**config.mk**
```make
export PLATFORM = sky130hd
export DESIGN_NAME = arp_top
export DESIGN_NICKNAME = d
export VERILOG_FILES = /design/src/arp_clk_div.v /design/src/arp_seq.v /design/src/arp_top.v
export VERILOG_INCLUDE_DIRS = /design/src /design/src/src
export SDC_FILE = /design/constraint.sdc
export NUM_CORES = 1
export LEC_CHECK = 0
export ABC_CLOCK_PERIOD_IN_PS = 1400
export BUFFER_PORTS_ARGS = -buffer_cell sky130_fd_sc_hd__buf_2
export CORE_UTILIZATION = 40
export CTS_BUF_LIST = sky130_fd_sc_hd__clkbuf_8 sky130_fd_sc_hd__clkbuf_16
export DETAILED_ROUTE_END_ITERATION = 7
export GPL_ROUTABILITY_DRIVEN = 0
export PLACE_DENSITY = 0.76
export SLEW_MARGIN = 20
export SYNTH_ARGS = -nofsm -noshare
export SYNTH_HDL_FRONTEND = slang
export SYNTH_SLANG_ARGS = --single-unit
```
**constraint.sdc**
```tcl
create_clock -name aclk -period 1.4 [get_ports aclk]
set_input_delay 0.07 -clock aclk [delete_from_list [all_inputs] [get_ports aclk]]
set_output_delay 0.07 -clock aclk [all_outputs]
set_load 0.05 [all_outputs]
```
**src/arp_regs.vh**
```
// Register offsets, field positions, reset values and codes of the converter control block.
`ifndef ARP_REGS_VH
`define ARP_REGS_VH
`define ARP_PRINTED_P4CFG    8'hAE
`define ARP_PRINTED_P12CFG   8'hAF
`define ARP_PRINTED_REFSEL   8'hB0
`define ARP_OFF_P4CFG        12'h2B8
`define ARP_OFF_P12CFG       12'h2BC
`define ARP_OFF_REFSEL       12'h2C0
`define ARP_OFF_CTRL         12'h2C4
`define ARP_OFF_TIMING       12'h2C8
`define ARP_OFF_RESULT       12'h2CC
`define ARP_REFSEL_EXT_BIT   7
`define ARP_REFSEL_MASK      8'h83
`define ARP_P12_MASK         8'hC3
`define ARP_CTRL_GO_BIT      6
`define ARP_CTRL_EOC_BIT     5
`define ARP_CTRL_GCH_BIT     4
`define ARP_TIM_RES_BIT      2
`define ARP_RST_BYTE         8'h00
`define ARP_REF_EXT          2'h3
`define ARP_REF_VDD          2'h2
`define ARP_REF_3V5          2'h1
`define ARP_REF_2V5          2'h0
`define ARP_DIV_16           2'h0
`define ARP_DIV_8            2'h1
`define ARP_DIV_1            2'h2
`define ARP_DIV_2            2'h3
`define ARP_PER_12BIT        8'h10
`define ARP_PER_8BIT         8'h0C
`define ARP_CLK_PER_PERIOD   8'h04
`define ARP_RESP_OKAY        2'h0
`define ARP_RESP_SLVERR      2'h2
`endif

```
**src/arp_clk_div.v**
```verilog
// Converter clock enable divider.
`timescale 1ns/100ps
module arp_clk_div (
    input  wire       aclk,      // System clock.
    input  wire       aresetn,   // Synchronous reset, active low.
    input  wire       run,       // Divider counts while high.
    input  wire [1:0] divsel,    // Divide code.
    output reg        conv_tick  // One-cycle converter clock enable.
);
`include "arp_regs.vh"
    reg [3:0] cnt_ff;
    reg [3:0] lim;
    always @* begin
        case (divsel)
            `ARP_DIV_16: lim = 4'hF;
            `ARP_DIV_8:  lim = 4'h7;
            `ARP_DIV_1:  lim = 4'h0;
            default:     lim = 4'h1;
        endcase
    end
    always @(posedge aclk) begin
        if (!aresetn || !run) begin
            cnt_ff    <= 4'h0;
            conv_tick <= 1'b0;
        end else if (cnt_ff >= lim) begin
            cnt_ff    <= 4'h0;
            conv_tick <= 1'b1;
        end else begin
            cnt_ff    <= cnt_ff + 4'h1;
            conv_tick <= 1'b0;
        end
    end
endmodule // arp_clk_div

```
**src/arp_seq.v**
```verilog
// Conversion length sequencer counting converter clock ticks.
`timescale 1ns/100ps
module arp_seq (
    input  wire       aclk,      // System clock.
    input  wire       aresetn,   // Synchronous reset, active low.
    input  wire       start,     // One-cycle start pulse.
    input  wire       res12,     // Live resolution bit sampled at start, 1 means 12-bit.
    input  wire       conv_tick, // Converter clock enable.
    output reg        busy,      // Conversion in progress.
    output reg        done       // One-cycle completion pulse.
);
`include "arp_regs.vh"
    reg [7:0] left_ff;
    always @(posedge aclk) begin
        if (!aresetn) begin
            busy    <= 1'b0;
            done    <= 1'b0;
            left_ff <= 8'h00;
        end else begin
            done <= 1'b0;
            if (start && !busy) begin
                busy    <= 1'b1;
                left_ff <= res12 ? `ARP_PER_12BIT * `ARP_CLK_PER_PERIOD
                                 : `ARP_PER_8BIT * `ARP_CLK_PER_PERIOD;
            end else if (busy && conv_tick) begin
                if (left_ff == 8'h01) begin
                    busy <= 1'b0;
                    done <= 1'b1;
                end
                left_ff <= left_ff - 8'h01;
            end
        end
    end
endmodule // arp_seq

```
**src/arp_top.v**
```verilog
// Converter reference, timing and pin control behind an AXI4-Lite slave.
`timescale 1ns/100ps
module arp_top (
    input  wire        aclk,          // System clock.
    input  wire        aresetn,       // Synchronous reset, active low.
    input  wire [11:0] s_axi_awaddr,  // Write address.
    input  wire        s_axi_awvalid, // Write address valid.
    output reg         s_axi_awready, // Write address ready.
    input  wire [31:0] s_axi_wdata,   // Write data.
    input  wire [3:0]  s_axi_wstrb,   // Write strobes.
    input  wire        s_axi_wvalid,  // Write data valid.
    output reg         s_axi_wready,  // Write data ready.
    output reg  [1:0]  s_axi_bresp,   // Write response.
    output reg         s_axi_bvalid,  // Write response valid.
    input  wire        s_axi_bready,  // Write response ready.
    input  wire [11:0] s_axi_araddr,  // Read address.
    input  wire        s_axi_arvalid, // Read address valid.
    output reg         s_axi_arready, // Read address ready.
    output reg  [31:0] s_axi_rdata,   // Read data.
    output reg  [1:0]  s_axi_rresp,   // Read response.
    output reg         s_axi_rvalid,  // Read data valid.
    input  wire        s_axi_rready,  // Read data ready.
    input  wire [11:0] core_result,   // Raw converter core result.
    input  wire        core_over,     // Input above high reference.
    input  wire        core_under,    // Input below low reference.
    output reg  [1:0]  ref_route,     // Reference mux code.
    output reg         ext_ref_pin_en, // Port 4 pin 0 is reference input.
    output reg  [12:0] chan_onehot,   // Channel connect, one bit a channel.
    output reg         conv_clk_en,   // Converter clock enable pulse.
    output reg         conv_active,   // Conversion in progress.
    output reg         conv_res12,    // Latched resolution.
    output reg  [7:0]  p4_dig_off,    // Port 4 digital isolate.
    output reg  [1:0]  p1_dig_off,    // Port 1 pins 7,6 digital isolate.
    output reg  [1:0]  p2_dig_off     // Port 2 pins 1,0 digital isolate.
);
`include "arp_regs.vh"
    reg [7:0]  port4_analog_config_ff;
    reg [7:0]  port12_analog_config_ff;
    reg [7:0]  reference_select_ff;
    reg        convert_go_ff;
    reg        eoc_ff;
    reg        channel_global_enable_ff;
    reg [3:0]  channel_select_ff;
    reg [1:0]  converter_clock_divsel_ff;
    reg        resolution_select_ff;
    reg [11:0] result_ff;
    reg [7:0]  lat_ref_ff;
    reg [1:0]  lat_div_ff;
    reg        lat_res_ff;
    reg        aw_got_ff;
    reg        w_got_ff;
    reg [11:0] aw_addr_ff;
    reg [31:0] w_data_ff;
    reg [3:0]  w_strb_ff;
    reg        start_ff;
    reg [1:0]  nxt_ref_route;
    reg [12:0] nxt_chan;
    wire       tick;
    wire       busy;
    wire       done;
    wire       wr_fire;
    wire [11:0] sat_result;

    assign wr_fire = aw_got_ff && w_got_ff && !s_axi_bvalid;

    arp_clk_div u_div (
        .aclk      (aclk),
        .aresetn   (aresetn),
        .run       (busy),
        .divsel    (lat_div_ff),
        .conv_tick (tick)
    );

    // The sequencer loads its length on the same edge that fills the latch,
    // so it must read the live resolution bit, not the latch.
    arp_seq u_seq (
        .aclk      (aclk),
        .aresetn   (aresetn),
        .start     (start_ff),
        .res12     (resolution_select_ff),
        .conv_tick (tick),
        .busy      (busy),
        .done      (done)
    );

    // Write channel: address and data taken in either order.
    always @(posedge aclk) begin
        if (!aresetn) begin
            s_axi_awready <= 1'b1;
            s_axi_wready  <= 1'b1;
            s_axi_bvalid  <= 1'b0;
            s_axi_bresp   <= `ARP_RESP_OKAY;
            aw_got_ff     <= 1'b0;
            w_got_ff      <= 1'b0;
            aw_addr_ff    <= 12'h000;
            w_data_ff     <= 32'h00000000;
            w_strb_ff     <= 4'h0;
        end else begin
            if (s_axi_awvalid && s_axi_awready) begin
                aw_got_ff     <= 1'b1;
                aw_addr_ff    <= s_axi_awaddr;
                s_axi_awready <= 1'b0;
            end
            if (s_axi_wvalid && s_axi_wready) begin
                w_got_ff     <= 1'b1;
                w_data_ff    <= s_axi_wdata;
                w_strb_ff    <= s_axi_wstrb;
                s_axi_wready <= 1'b0;
            end
            if (wr_fire) begin
                s_axi_bvalid <= 1'b1;
                if (aw_addr_ff == `ARP_OFF_P4CFG ||
                    aw_addr_ff == `ARP_OFF_P12CFG ||
                    aw_addr_ff == `ARP_OFF_REFSEL ||
                    aw_addr_ff == `ARP_OFF_CTRL ||
                    aw_addr_ff == `ARP_OFF_TIMING ||
                    aw_addr_ff == `ARP_OFF_RESULT)
                    s_axi_bresp <= `ARP_RESP_OKAY;
                else
                    s_axi_bresp <= `ARP_RESP_SLVERR;
            end
            if (s_axi_bvalid && s_axi_bready) begin
                s_axi_bvalid  <= 1'b0;
                aw_got_ff     <= 1'b0;
                w_got_ff      <= 1'b0;
                s_axi_awready <= 1'b1;
                s_axi_wready  <= 1'b1;
            end
        end
    end

    // Register file; only byte lane 0 carries data.
    always @(posedge aclk) begin
        if (!aresetn) begin
            port4_analog_config_ff    <= `ARP_RST_BYTE;
            port12_analog_config_ff   <= `ARP_RST_BYTE;
            reference_select_ff       <= `ARP_RST_BYTE;
            convert_go_ff             <= 1'b0;
            eoc_ff                    <= 1'b0;
            channel_global_enable_ff  <= 1'b0;
            channel_select_ff         <= 4'h0;
            converter_clock_divsel_ff <= `ARP_DIV_16;
            resolution_select_ff      <= 1'b0;
            start_ff                  <= 1'b0;
        end else begin
            start_ff <= 1'b0;
            if (wr_fire && w_strb_ff[0]) begin
                if (aw_addr_ff == `ARP_OFF_P4CFG) begin
                    port4_analog_config_ff <= w_data_ff[7:0];
                end else if (aw_addr_ff == `ARP_OFF_P12CFG) begin
                    port12_analog_config_ff <= w_data_ff[7:0]
                                             & `ARP_P12_MASK;
                end else if (aw_addr_ff == `ARP_OFF_REFSEL) begin
                    reference_select_ff <= w_data_ff[7:0]
                                         & `ARP_REFSEL_MASK;
                end else if (aw_addr_ff == `ARP_OFF_CTRL) begin
                    channel_global_enable_ff <=
                        w_data_ff[`ARP_CTRL_GCH_BIT];
                    channel_select_ff <= w_data_ff[3:0];
                    if (w_data_ff[`ARP_CTRL_GO_BIT] && !busy) begin
                        convert_go_ff <= 1'b1;
                        eoc_ff        <= 1'b0;
                        start_ff      <= 1'b1;
                    end else if (!w_data_ff[`ARP_CTRL_EOC_BIT]) begin
                        eoc_ff <= eoc_ff & ~done;
                    end
                end else if (aw_addr_ff == `ARP_OFF_TIMING) begin
                    converter_clock_divsel_ff <= w_data_ff[1:0];
                    resolution_select_ff <= w_data_ff[`ARP_TIM_RES_BIT];
                end
            end
            // Completion sets the flag over any software clear.
            if (done) begin
                convert_go_ff <= 1'b0;
                eoc_ff        <= 1'b1;
            end
        end
    end

    // Settings latched at start and held through the conversion.
    always @(posedge aclk) begin
        if (!aresetn) begin
            lat_ref_ff <= `ARP_RST_BYTE;
            lat_div_ff <= `ARP_DIV_16;
            lat_res_ff <= 1'b0;
            result_ff  <= 12'h000;
        end else begin
            if (start_ff) begin
                lat_ref_ff <= reference_select_ff;
                lat_div_ff <= converter_clock_divsel_ff;
                lat_res_ff <= resolution_select_ff;
            end
            if (done)
                result_ff <= sat_result;
        end
    end

    assign sat_result = core_over  ? 12'hFFF :
                        core_under ? 12'h000 : core_result;

    // Reference route and channel decode.
    always @* begin
        if (lat_ref_ff[`ARP_REFSEL_EXT_BIT])
            nxt_ref_route = `ARP_REF_EXT;
        else if (lat_ref_ff[1])
            nxt_ref_route = `ARP_REF_VDD;
        else if (lat_ref_ff[0])
            nxt_ref_route = `ARP_REF_3V5;
        else
            nxt_ref_route = `ARP_REF_2V5;
        nxt_chan = 13'h0000;
        if (channel_global_enable_ff && channel_select_ff <= 4'hC)
            nxt_chan[channel_select_ff] = 1'b1;
        if (reference_select_ff[`ARP_REFSEL_EXT_BIT])
            nxt_chan[0] = 1'b0;
    end

    always @(posedge aclk) begin
        if (!aresetn) begin
            ref_route      <= `ARP_REF_2V5;
            ext_ref_pin_en <= 1'b0;
            chan_onehot    <= 13'h0000;
            conv_clk_en    <= 1'b0;
            conv_active    <= 1'b0;
            conv_res12     <= 1'b0;
            p4_dig_off     <= `ARP_RST_BYTE;
            p1_dig_off     <= 2'h0;
            p2_dig_off     <= 2'h0;
        end else begin
            ref_route      <= nxt_ref_route;
            ext_ref_pin_en <= reference_select_ff[`ARP_REFSEL_EXT_BIT];
            chan_onehot    <= nxt_chan;
            conv_clk_en    <= tick;
            conv_active    <= busy;
            conv_res12     <= lat_res_ff;
            p4_dig_off     <= port4_analog_config_ff;
            p1_dig_off     <= port12_analog_config_ff[7:6];
            p2_dig_off     <= port12_analog_config_ff[1:0];
        end
    end

    // Read channel; analog config registers are write-only and read zero.
    always @(posedge aclk) begin
        if (!aresetn) begin
            s_axi_arready <= 1'b1;
            s_axi_rvalid  <= 1'b0;
            s_axi_rdata   <= 32'h00000000;
            s_axi_rresp   <= `ARP_RESP_OKAY;
        end else if (s_axi_arvalid && s_axi_arready) begin
            s_axi_arready <= 1'b0;
            s_axi_rvalid  <= 1'b1;
            s_axi_rresp   <= `ARP_RESP_OKAY;
            if (s_axi_araddr == `ARP_OFF_REFSEL) begin
                s_axi_rdata <= {24'h000000, reference_select_ff};
            end else if (s_axi_araddr == `ARP_OFF_CTRL) begin
                s_axi_rdata <= {25'h0000000, convert_go_ff, eoc_ff,
                                channel_global_enable_ff,
                                channel_select_ff};
            end else if (s_axi_araddr == `ARP_OFF_TIMING) begin
                s_axi_rdata <= {29'h0000000, resolution_select_ff,
                                converter_clock_divsel_ff};
            end else if (s_axi_araddr == `ARP_OFF_RESULT) begin
                s_axi_rdata <= {20'h00000, result_ff};
            end else if (s_axi_araddr == `ARP_OFF_P4CFG ||
                         s_axi_araddr == `ARP_OFF_P12CFG) begin
                s_axi_rdata <= 32'h00000000;
            end else begin
                s_axi_rdata <= 32'h00000000;
                s_axi_rresp <= `ARP_RESP_SLVERR;
            end
        end else if (s_axi_rvalid && s_axi_rready) begin
            s_axi_rvalid  <= 1'b0;
            s_axi_arready <= 1'b1;
        end
    end
endmodule // arp_top

```
Word level (Yosys, flattened, before mapping)
Cells that the tools add are included.
Operators by class
  add/sub/neg operators: 2
  multipliers: 0
  div/mod/pow operators: 0
  order comparisons: 4
  equality and inequality tests: 19
  shifts and indexed selects: 0
  multiplexer cells: 39
  bitwise logic cells: 10
  reductions and logical operators: 44
Operators with widths (number)
  $eq 12x10->1 const B: 12
  $mux 12: 6
  $mux 1: 20
  $reduce_and 6->1: 3
  $mux 2: 8
  $mux 8: 2
  $logic_and 1x1->1: 13
  $pmux 4 s3: 1
  $reduce_bool 2->1: 5
  $not 1->1: 9
  $eq 8x1->1 const B: 1
  $sub 8x1->8 const B: 1
  $logic_or 1x1->1: 7
  $mux 7: 1
  $ne 2x1->1 const B: 3
  $reduce_and 2->1: 3
  $reduce_or 2->1: 3
  $reduce_or 3->1: 2
  $reduce_or 6->1: 1
  $lt 4x5->1 const B: 1
  $reduce_and 5->1: 1
  $add 4x1->4 const B: 1
  $demux 1 s4: 1
  $ge 4x1->1 const B: 1
  other kinds (10): 12
Word-level totals
  flip-flop bits (word level): 154
  bits in latches: 0
  memory bits (writable): 0
  ROM bits: 0
  input port bits: 81
  output and inout bits: 72
  logic and storage cells: 160
  memories: 0

Longest topological paths before layout
Gate-level depths: netlist of the first run.
  word-level depth: 10
  depth in mapped cells: 6
  depth with buffers taken out: 6

Modules after synthesis
Synthesis of the first run repeated with hierarchy kept, for this count alone.
Second synthesis, totals
  cell total of the unflattened synthesis: 568
  area total of the unflattened synthesis: 5255.0 um^2
Modules (own cells, without submodules)
  arp_top: times used 1, cells each 482, area an instance 4465.5 um^2, sequential area each 2342.2 um^2
  arp_seq: times used 1, cells each 58, area an instance 516.7 um^2, sequential area each 200.2 um^2
  arp_clk_div: times used 1, cells each 28, area an instance 272.8 um^2, sequential area each 100.1 um^2

Worst setup path after synthesis of the first run
Ideal clock, no wire load.
  path type: reg2reg
  start: register s_axi_bvalid
  end: register port4_analog_config_ff[0]
  setup time: 122 ps
  arrival: 1623 ps
  required time: 1278 ps
  setup slack: -344 ps
  cell stages (with the launch flop): 6
  path buffers: 1
  clock period less this slack: 1744 ps
  path through: dfxtp_1 -> and3b_1 -> nand4_1 -> or3_1 -> buf_4 -> mux2i_1
Between the ends
  cells in the longest elaborated chain, start to end: 4
RTL lines
  from (decl): RTL line arp_top.v:14  | output reg s_axi_bvalid,
  from (signal assigned): RTL line arp_top.v:91  | s_axi_bvalid <= 1'b0;
  from (signal assigned): RTL line arp_top.v:111  | s_axi_bvalid <= 1'b1;
  from (signal assigned): RTL line arp_top.v:123  | s_axi_bvalid <= 1'b0;
  $logic_not 1->1: RTL line arp_top.v:64  | assign wr_fire = aw_got_ff && w_got_ff && !s_axi_bvalid;
  $logic_and 1x1->1: RTL line arp_top.v:64
  $logic_and 1x1->1: RTL line arp_top.v:147  | if (wr_fire && w_strb_ff[0]) begin
  $reduce_and 2->1 (no source line)
  to (signal assigned): RTL line arp_top.v:135  | port4_analog_config_ff <= `ARP_RST_BYTE;
  to (signal assigned): RTL line arp_top.v:149  | port4_analog_config_ff <= w_data_ff[7:0];
  to (decl): RTL line arp_top.v:37  | reg [7:0] port4_analog_config_ff;
Every way passes these cells.
A chain may end at the register's enable or synchronous reset.

Worst setup path in the final report of the first run
  start: register aw_addr_ff[11]
  end: register resolution_select_ff
Between the ends
  cells in the longest elaborated chain, start to end: 3
  elaborated cells on any way between the ends: 10
  classes of those cells: eq/ne (5); bitwise (4); reduce/logical (1)
RTL lines
  from (decl): RTL line arp_top.v:52  | reg [11:0] aw_addr_ff;
  from (signal assigned): RTL line arp_top.v:101  | aw_addr_ff <= s_axi_awaddr;
  $eq 12x10->1 (no source line)
  $not 1->1 (no source line)
  $reduce_and 6->1 (no source line) (*)
  to (signal assigned): RTL line arp_top.v:169  | resolution_select_ff <= w_data_ff[`ARP_TIM_RES_BIT];
  to (decl): RTL line arp_top.v:45  | reg resolution_select_ff;
Mark *: on every way between the ends. The rest lies on a longest branch, timed or not.

==> impl_metrics.csv, run 1 <==
group,metric,value,unit
worst_setup_path,reg2reg_to,"resolution_select_ff",
pwr,p_sw_share,23.4,%
placement,pre_cts_slack,-0.235,ns
worst_setup_path,crit_fanout,3,
global_routing,grt-ovfl-total,0,
global_routing,antenna_found_initial,0,
detailed_routing,first_iter_violations,199,
clock_network,clk_pin_slew,0.06,ns
synth,ys_warn_count,0,
clock_network,clock_latency,0.42,ns
floorplan,boundaryPins,153,
worst_setup_path,r2r_start,"aw_addr_ff[11]",
worst_setup_path,path_class,"flop to flop",
floorplan,die_x,115,um
detailed_routing,firstDrtPassIters,4,
timing,post-route-period-util,119,%
timing,whs,0.0190,ns
synth,avgSynthCellArea,9.27,um2
timing,grt_setup_unrepaired,"true",
floorplan,core-area,12600,um2
synth,postSynthCellCount,555,
placement,dpl.hpwl,8360,um
pwr,p_seq_share,42.7,%
timing,setup_viol,23,
worst_setup_path,timing.critical_path.from,"aw_addr_ff[11]",
pwr,power,9.03,mW
clock_network,clock_path_buffers,2,
detailed_routing,wl,12300,um
final_layout,layout-drive-gt1-share,27.8,%
placement,dpl_cell_area,5940,um2
worst_setup_path,crit_end,"resolution_select_ff",
timing,finClkSkew,0.0105,ns
timing,slew_viol_final,0,
synth,synth_area,5140,um2
synth,synthDistinctLibCells,54,
global_routing,grt_max_degree,48,
worst_setup_path,reg2regPathDepth,6,
pwr,p_leak,3.11,nW
floorplan,initial_core_util,40.9,%
global_routing,grt_pass1_vias,4182,
synth,async_flop_share,0,%
timing,worst_slack,-0.270,ns
worst_setup_path,crit_required,1.73,ns
final_layout,post_layout_nonfiller_instances,902,
pwr,clock_power_share,50.4,%
worst_setup_path,worst-r2r-setup-slack,-0.27,ns
timing,min_period,1.67,ns
synth,ys_seq_elements,132,
run_status,violations,"setup timing",
final_layout,area_growth,37.9,%
global_routing,grt.total_usage,19.0,%
detailed_routing,wl_per_cell,13.7,um
global_routing,grt_pass1_wl,19600,um
pwr,worst_ir_drop_vdd,0.734,mV
worst_setup_path,start_kind,"flop",
pwr,power.internal,6.91,mW
timing,max_freq,599,MHz
synth,synth_ff_type,"dfxtp_1",
synth,ys_seq_area_share,51.4,%
detailed_routing,drc,0,
placement,dp.cells,832,
timing,fin_setup_tns,-3.10,ns
clock_network,htree_levels,4,
run,drv_cap,0,
floorplan,dieArea,13300,um2
detailed_routing,ant_nets,0,
placement,io_buffer_count,103,
detailed_routing,drt-vias-per-instance,4.81,
timing,hold_viol,0,
run_status,status,"finished, violations left",
floorplan,rows,41,
worst_setup_path,worstSetupEndpointType,"flop",
clock_network,cts_inserted_buffers,17,
final_layout,post-route-util,56.4,%
final_layout,antenna_cells,0,
pwr,power.share.combinational,6.9,%
final_layout,final_area,7090,um2
clock_network,cts_root_buffer,"clkbuf_16",
floorplan,chipHeight,115,um
min_path,hold_path_class,"primary input to flop",
clock_network,cts_tree,"done",
synth,synth_edf_count,0,
pwr,p_switching,2.12,mW
final_layout,fin_nets,805,
worst_setup_path,arrival,2.00,ns
pwr,power_density,1270,nW/um2
clock_network,clock-sinks,132,
detailed_routing,vias,4343,
power groups by stage:
stage / registers [mW] / logic [mW] / clock network, mW
3_5_place_dp: 3.93 / 0.530 / 0
3_3_place_gp: 3.93 / 0.518 / 0
5_1_grt: 3.86 / 0.676 / 4.78
6_report: 3.86 / 0.625 / 4.55
2_1_floorplan: 3.98 / 0.358 / 0
4_1_cts: 3.85 / 0.617 / 4.62
synthesized netlist by cell type, types with 3 or more instances:
cell type	n	share of area [%]
nor3_1	6	0.58
clkbuf_1	24	1.8
a21boi_0	24	3.5
nand2_1	99	7.2
buf_4	23	3.4
inv_1	20	1.5
nor2_1	28	2.0
xor2_1	5	0.85
and3b_1	3	0.51
nand3_1	6	0.58
o21ai_1	8	0.78
a31oi_1	3	0.36
ha_1	7	1.7
o21ai_0	28	2.7
nor3b_1	4	0.58
nand2b_1	8	0.97
and2_1	12	1.5
a21oi_1	23	2.2
nor2b_1	9	1.1
o21a_1	4	0.58
mux2i_1	31	6.0
dfxtp_1	132	51
o31ai_1	4	0.58
sequential cells by signal, indices dropped and copies added, names as in the netlist, 2 cells and up:
signal / count
chan_onehot: 13
aw_addr_ff: 12
result_ff: 12
s_axi_rdata: 12
p4_dig_off: 8
port4_analog_config_ff: 8
u_seq.left_ff: 8
w_data_ff: 8
channel_select_ff: 4
port12_analog_config_ff: 4
u_div.cnt_ff: 4
lat_ref_ff: 3
reference_select_ff: 3
converter_clock_divsel_ff: 2
lat_div_ff: 2
p1_dig_off: 2
p2_dig_off: 2
ref_route: 2
critical path, cell delays in order, from the launching register on:
cell	delay [ns]
dfxtp_2	0.33
nor4b_4	0.30
nand4_1	0.17
buf_4	0.18
nor4b_4	0.21
buf_4	0.18
mux2i_1	0.21
cell usage in the layout, fill, tap and decap left out, types with 8 or more instances in the layout:
cell type        n
conb_1          22
inv_1           20
o21ai_1          8
dfxtp_1        125
nand2_1         97
dlygate4sd3_1   38
buf_4           24
nor2_1          28
buf_2          103
a21boi_0        24
and2_1          12
a21oi_1         20
o21ai_0         23
mux2i_1         30
nor2b_1          9
clkbuf_16       17
metal layers:
layer,wire length [um],up-vias,track usage [%]
met5,0,-,0
met4,103,0,7.45
met3,539,12,4.60
met2,6250,122,32.7
met1,5440,2049,22.9
li1,-,2160,-
worst min-delay path by stage:
stage,start,to,slack [ns],cells after the start
global route,aresetn,channel_global_enable_ff,0.03,3
global placement,s_axi_awvalid,s_axi_awready,0.27,2
finish,aresetn,channel_global_enable_ff,0.02,3
CTS,aresetn,channel_global_enable_ff,0.005,3
detailed placement,s_axi_awvalid,s_axi_awready,0.29,2
floorplan,s_axi_awvalid,s_axi_awready,0.16,1
logic make-up (layout without fill, tap and decap cells):
family | Yosys count | count (layout) | synth area share (%)
compound gates | 105 | 105 | 12.6
other cells | 1 | 22 | 0.0729
xor+xnor | 7 | 7 | 1.19
mux | 32 | 32 | 6.25
buf+inv | 67 | 221 | 6.57
flops | 132 | 132 | 51.4
fa+ha+maj | 7 | 7 | 1.70
simple gates | 204 | 204 | 20.2
what timing repair did:
action,4_1_cts,5_1_grt
resized for setup,19,17
pin swaps,6,9
setup buffers,0,0
endpoints found under the setup margin,31,32
endpoints found under the hold margin,39,0
hold buffers,38,0
final cells by class:
class | count | area (um2)
fill | 1075 | 5470
timing repair buffer | 169 | 1140
multi-input combinational | 377 | 2400
tap | 172 | 215
clock buffer | 18 | 439
clock inverter | 14 | 176
inverter | 20 | 75.1
sequential | 132 | 2650
No activity file was read; power rests on OpenSTA's default activity.
==> run 2: changes to the inputs <==
CTS_CLUSTER_DIAMETER = 200   (was default)
MAX_ROUTING_LAYER = met4   (was default)
SETUP_SLACK_MARGIN = 0.5   (was default)
==> run 2 against run 1 <==
The flow still finishes with violations (setup timing); setup slack improved by 0.076 ns; die area stayed put; register-to-register slack gained 0.08 ns; sequential share of layout area decreased by 4.5 points; critical path depth is the same; flip-flop and latch count is the same; fmax up 4.8%; count of clock-buffer cells in the layout shrank 1; wire length grew 23%; core utilization increased by 10 points; non-clock buffer count grew 33; combinational power up 28%; largest power group unchanged.
==> impl_metrics.csv, run 2 (synthesis gave the netlist of run 1 again) <==
group,metric,value,unit
timing,finClkSkew,0.0117,ns
placement,dpl_cell_area,6120,um2
final_layout,fin_nets,841,
final_layout,final_common_cell,"nand2_1",
pwr,clock_power_share,48.8,%
timing,whs,0.0362,ns
worst_setup_path,path_class,"flop to flop",
pwr,power.share.combinational,8.8,%
detailed_routing,first_iter_violations,270,
global_routing,antenna_found_initial,0,
detailed_routing,drc,0,
pwr,p_seq_share,42.4,%
global_routing,grt_pass1_wl,22500,um
timing,worst_slack,-0.193,ns
final_layout,largest_register_ffs,13,
worst_setup_path,worstSetupEndpointType,"flop",
detailed_routing,wl,15200,um
timing,hold_viol,0,
detailed_routing,vias,4711,
final_layout,fillers,867,
clock_network,cts_inserted_buffers,17,
timing,post-route-period-util,114,%
final_layout,layout-drive-gt1-share,49.1,%
worst_setup_path,crit_fanout,3,
timing,grt_setup_unrepaired,"true",
timing,min_period,1.59,ns
global_routing,grt_pass1_vias,4650,
pwr,p_leak,3.57,nW
floorplan,initial_core_util,40.9,%
final_layout,area_growth,63.4,%
timing,slew_viol_final,0,
run_status,status,"finished, violations left",
global_routing,grt_max_degree,31,
floorplan,dieArea,13300,um2
pwr,p_switching,2.16,mW
detailed_routing,ant_nets,0,
final_layout,regMostFlops,"chan_onehot",
final_layout,layout_common_cells,"nand2_1 (76), dfxtp_2 (60), dfxtp_1 (59)",
floorplan,chipHeight,115,um
global_routing,grt.total_usage,23.0,%
final_layout,post-route-util,66.9,%
run,drv_cap,0,
placement,dpl.hpwl,8460,um
pwr,power_density,1080,nW/um2
min_path,hold_path_class,"primary input to flop",
timing,setup_viol,23,
clock_network,clock-sinks,132,
floorplan,boundaryPins,153,
final_layout,final_area,8410,um2
clock_network,htree_levels,4,
floorplan,core-area,12600,um2
detailed_routing,drt-vias-per-instance,5.02,
floorplan,die_x,115,um
detailed_routing,firstDrtPassIters,4,
pwr,worst_ir_drop_vdd,1.10,mV
global_routing,grt-ovfl-total,0,
clock_network,cts_tree,"done",
worst_setup_path,crit_required,1.74,ns
pwr,p_sw_share,23.8,%
worst_setup_path,start_kind,"flop",
clock_network,clock_latency,0.42,ns
run_status,violations,"setup timing",
clock_network,cts_root_buffer,"clkbuf_16",
clock_network,clk_pin_slew,0.06,ns
floorplan,rows,41,
timing,max_freq,628,MHz
clock_network,clock_path_buffers,2,
pwr,power.internal,6.92,mW
placement,io_buffer_count,103,
final_layout,antenna_cells,0,
worst_setup_path,arrival,1.94,ns
detailed_routing,wl_per_cell,16.2,um
run 2: cell types whose count changed in the layout (fill, tap and decap cells not counted), moves of 21 or more:
cell | before | now
dfxtp_2 | 6 | 60
buf_8 | 0 | 51
buf_2 | 103 | 52
dfxtp_1 | 125 | 59
buf_6 | 2 | 23
nand2_1 | 97 | 76
a21boi_0 | 24 | 1
run 2: cell type report:
class,instances,area (um2),share of cell area (%)
timing repair buffer,202,1970,23.5
sequential,132,2770,32.9
clock buffer,17,425,5.06
clock inverter,15,168,1.99
multi-input combinational,380,2780,33.1
inverter,20,77.6,0.922
tap,172,215,2.56
run 2: worst max-delay path, cell delays in order, from the launching register on:
cell	delay (ns)
dfxtp_2	0.33
nor4b_4	0.30
nand4_1	0.17
buf_4	0.18
nor4b_4	0.20
buf_4	0.17
mux2i_1	0.17
run 2: repair_timing:
item                                    in CTS  in global routing
hold buffers                                37                  0
pin swaps                                   41                 32
endpoints found under the setup margin     142                153
endpoints found under the hold margin       40                  0
setup buffers                               19                 13
resized for setup                          271                 86
gates cloned                                 2                  1
run 2: final timing paths:
path	slack [ns]	cells past startpoint	start	to
setup reg to reg	-0.19	6	aw_addr_ff[11]	resolution_select_ff
hold reg to reg	0.45	2	port4_analog_config_ff[2]	p4_dig_off[2]
hold / removal	0.04	4	s_axi_arvalid	s_axi_rresp[1]
setup / recovery	-0.19	6	aw_addr_ff[11]	resolution_select_ff
run 2: per-stage QoR:
| stage | power, mW | TNS (ns) | std cells | setup slack [ns] |
|---|---|---|---|---|
| 5_1_grt | 9.34 | -6.23 | 938 | -0.358 |
| 3_3_place_gp | 4.48 | -1.91 | 834 | -0.146 |
| 2_1_floorplan | 4.38 | -2.35 | 576 | -0.173 |
| 6_report | 9.08 | -3.16 | 938 | -0.193 |
| 3_5_place_dp | 4.49 | -3.41 | 834 | -0.189 |
| 4_1_cts | 9.03 | -2.74 | 924 | -0.172 |
run 2: routing by layer:
layer	global-route usage, %	part of all wire, %
met2	40.6	54
met3	5.91	4.4
met5	-	0
met4	10.4	3.4
met1	24.0	38
run 2: power by group through the flow:
stage | sequential, mW | clock, mW | combinational (mW)
floorplan | 3.98 | 0 | 0.400
global placement | 3.93 | 0 | 0.548
detailed placement | 3.93 | 0 | 0.560
CTS | 3.85 | 4.45 | 0.730
global route | 3.86 | 4.64 | 0.846
finish | 3.85 | 4.43 | 0.799
==> run 3: changes to the inputs <==
HOLD_SLACK_MARGIN = 0.02   (was default)
REMOVE_ABC_BUFFERS = 1   (was default)
==> run 3 against run 2 <==
The run ends with hold timing, setup timing left; first-iteration DRC count grew 1.5%; flip-flop and latch count did not move; non-clock buffer count shrank 1; combinational power shrank 1%; sequential power about the same; critical path type unchanged; critical endpoint is now reference_select_ff[0]; largest power group unchanged; highest routed layer unchanged.
==> impl_metrics.csv, run 3 (synthesis gave the netlist of run 1 again) <==
group,metric,value,unit
worst_setup_path,worst-r2r-setup-slack,-0.22,ns
pwr,power.internal,6.94,mW
pwr,power_density,1060,nW/um2
worst_setup_path,cpPeakStageDelay,0.36,ns
worst_setup_path,path_class,"flop to flop",
floorplan,boundaryPins,153,
clock_network,htree_levels,4,
worst_setup_path,arrival,1.95,ns
global_routing,grt_max_degree,35,
timing,whs,-0.0123,ns
final_layout,largest_register_ffs,13,
timing,fin_setup_tns,-3.18,ns
worst_setup_path,start_kind,"flop",
worst_setup_path,worstSetupEndpointType,"flop",
pwr,p_seq_share,43.0,%
worst_setup_path,cpMaxStageDelayCell,"dfxtp_4",
timing,finClkSkew,0.00939,ns
final_layout,layout_common_cells,"nand2_1 (82), dfxtp_2 (60), dfxtp_1 (59)",
clock_network,cts_tree,"done",
final_layout,final_common_cell,"nand2_1",
timing,setup_viol,28,
pwr,power.share.combinational,8.8,%
clock_network,ctsHoldBuffers,39,
run,drv_cap,0,
global_routing,grt.total_usage,22.5,%
detailed_routing,drt-vias-per-instance,4.97,
placement,dpl.hpwl,8400,um
worst_setup_path,timing.critical_path.from,"aw_addr_ff[1]",
final_layout,antenna_cells,0,
timing,grt_setup_unrepaired,"true",
clock_network,clk_pin_slew,0.05,ns
timing,post-route-period-util,116,%
timing,max_freq,618,MHz
final_layout,regMostFlops,"chan_onehot",
timing,slew_viol_final,0,
detailed_routing,firstDrtPassIters,7,
worst_setup_path,crit_end,"reference_select_ff[0]",
placement,io_buffer_count,103,
floorplan,chipHeight,115,um
detailed_routing,vias,4642,
worst_setup_path,cpMostUsedCell,"nor4_2",
pwr,clock_power_share,48.2,%
clock_network,clock_path_buffers,2,
clock_network,cts_root_buffer,"clkbuf_16",
pwr,p_switching,2.02,mW
worst_setup_path,crit_chain,"nor4_2 -> nand2_2 -> nor4_2 -> buf_4 -> mux2i_1",
final_layout,post_layout_nonfiller_instances,934,
pwr,p_sw_share,22.6,%
run_status,status,"finished, violations left",
floorplan,initial_core_util,40.9,%
timing,min_period,1.62,ns
run_status,violations,"hold timing, setup timing",
worst_setup_path,reg2reg_to,"reference_select_ff[0]",
detailed_routing,wl,15400,um
floorplan,dieArea,13300,um2
global_routing,grt_pass1_vias,4673,
clock_network,clock-sinks,132,
global_routing,grt-ovfl-total,0,
worst_setup_path,crit_cells,5,
min_path,hold_path_class,"primary input to flop",
global_routing,antenna_found_initial,0,
timing,hold_viol,1,
clock_network,clock_latency,0.42,ns
detailed_routing,first_iter_violations,274,
placement,dp.cells,835,
detailed_routing,wl_per_cell,16.5,um
worst_setup_path,crit_required,1.73,ns
final_layout,area_growth,64.2,%
detailed_routing,ant_nets,0,
worst_setup_path,path_delay_family,"simple AND/OR/NAND/NOR gates",
global_routing,grt_pass1_wl,22100,um
floorplan,rows,41,
clock_network,cts_inserted_buffers,17,
detailed_routing,drc,0,
worst_setup_path,worst-path-buf-inv,1,
worst_setup_path,r2r_start,"aw_addr_ff[1]",
worst_setup_path,crit_fanout,4,
pwr,p_leak,3.57,nW
floorplan,core-area,12600,um2
floorplan,die_x,115,um
pwr,worst_ir_drop_vdd,0.772,mV
worst_setup_path,reg2regPathDepth,5,
final_layout,layout-drive-gt1-share,48.4,%
timing,worst_slack,-0.219,ns
final_layout,fin_nets,839,
[run 3: cell types whose count changed in the layout (fill, tap and decap cells not counted), moves of 4 or more]
cell | previous run | this run
a21boi_0 | 1 | 9
a21oi_2 | 5 | 9
clkinv_4 | 4 | 0
buf_6 | 23 | 17
nand2_1 | 76 | 82
o21ai_1 | 17 | 9
nand2_2 | 19 | 13
o21ai_0 | 7 | 17
a21oi_1 | 16 | 12
a21boi_1 | 18 | 12
clkbuf_8 | 0 | 5
[run 3: area by class of cell]
cell class / instances / area (um2)
clock inverter: 8 / 85.1
multi-input combinational: 379 / 2830
clock buffer: 22 / 494
sequential: 132 / 2770
tap: 172 / 215
timing repair buffer: 201 / 1980
fill: 846 / 4120
inverter: 20 / 77.6
[run 3: what timing repair did]
action | CTS | global route
endpoints found under the hold margin | 45 | 1
resized for setup | 334 | 79
cloned | 1 | 2
pin swaps | 50 | 43
endpoints found under the setup margin | 156 | 155
buffers inserted | 13 | 14
[run 3: stage by stage]
step                total power [mW]  setup slack (ns)  utilization, %  area (um2)
finish                          8.96            -0.219            67.2        8450
global route                    9.25            -0.299            67.2        8450
CTS                             8.92            -0.172            63.7        8010
detailed placement              4.46            -0.183            47.3        5950
global placement                4.45            -0.138            47.3        5950
floorplan                       4.24            -0.412               -        4960
[run 3: worst min path at each step]
| stage | start | to | slack, ns | cells after the start |
|---|---|---|---|---|
| final | s_axi_arvalid | s_axi_rvalid | -0.01 | 3 |
| after CTS | s_axi_arvalid | s_axi_rdata[7] | -0.02 | 4 |
| after global routing | s_axi_arvalid | s_axi_rvalid | -0.01 | 3 |
| after floorplan | aresetn | s_axi_arready | 0.15 | 1 |
| after detailed placement | s_axi_awvalid | s_axi_awready | 0.29 | 2 |
| after global placement | s_axi_wvalid | s_axi_wready | 0.28 | 2 |
[run 3: tightest hold or removal path: stages]
cell      delay, ns
buf_2          0.13
nand2_4        0.09
a21boi_1       0.06
[run 3: metal layers]
metal  part of all wire [%]  wire (um)  global-route usage (%)  vias up
met3                    5.1        794                    4.76       34
met2                     54       8400                    39.8      153
met5                      0          0                       -        -
met4                    2.3        360                    9.78        0
li1                       -          -                       -     2230
met1                     38       5870                    24.2     2225
[run 3: power groups by stage]
| stage | logic, mW | clock network [mW] | registers (mW) |
|---|---|---|---|
| 2_1_floorplan | 0.266 | 0 | 3.98 |
| 6_report | 0.790 | 4.31 | 3.86 |
| 5_1_grt | 0.839 | 4.55 | 3.86 |
| 4_1_cts | 0.700 | 4.36 | 3.85 |
| 3_5_place_dp | 0.530 | 0 | 3.93 |
| 3_3_place_gp | 0.518 | 0 | 3.93 |
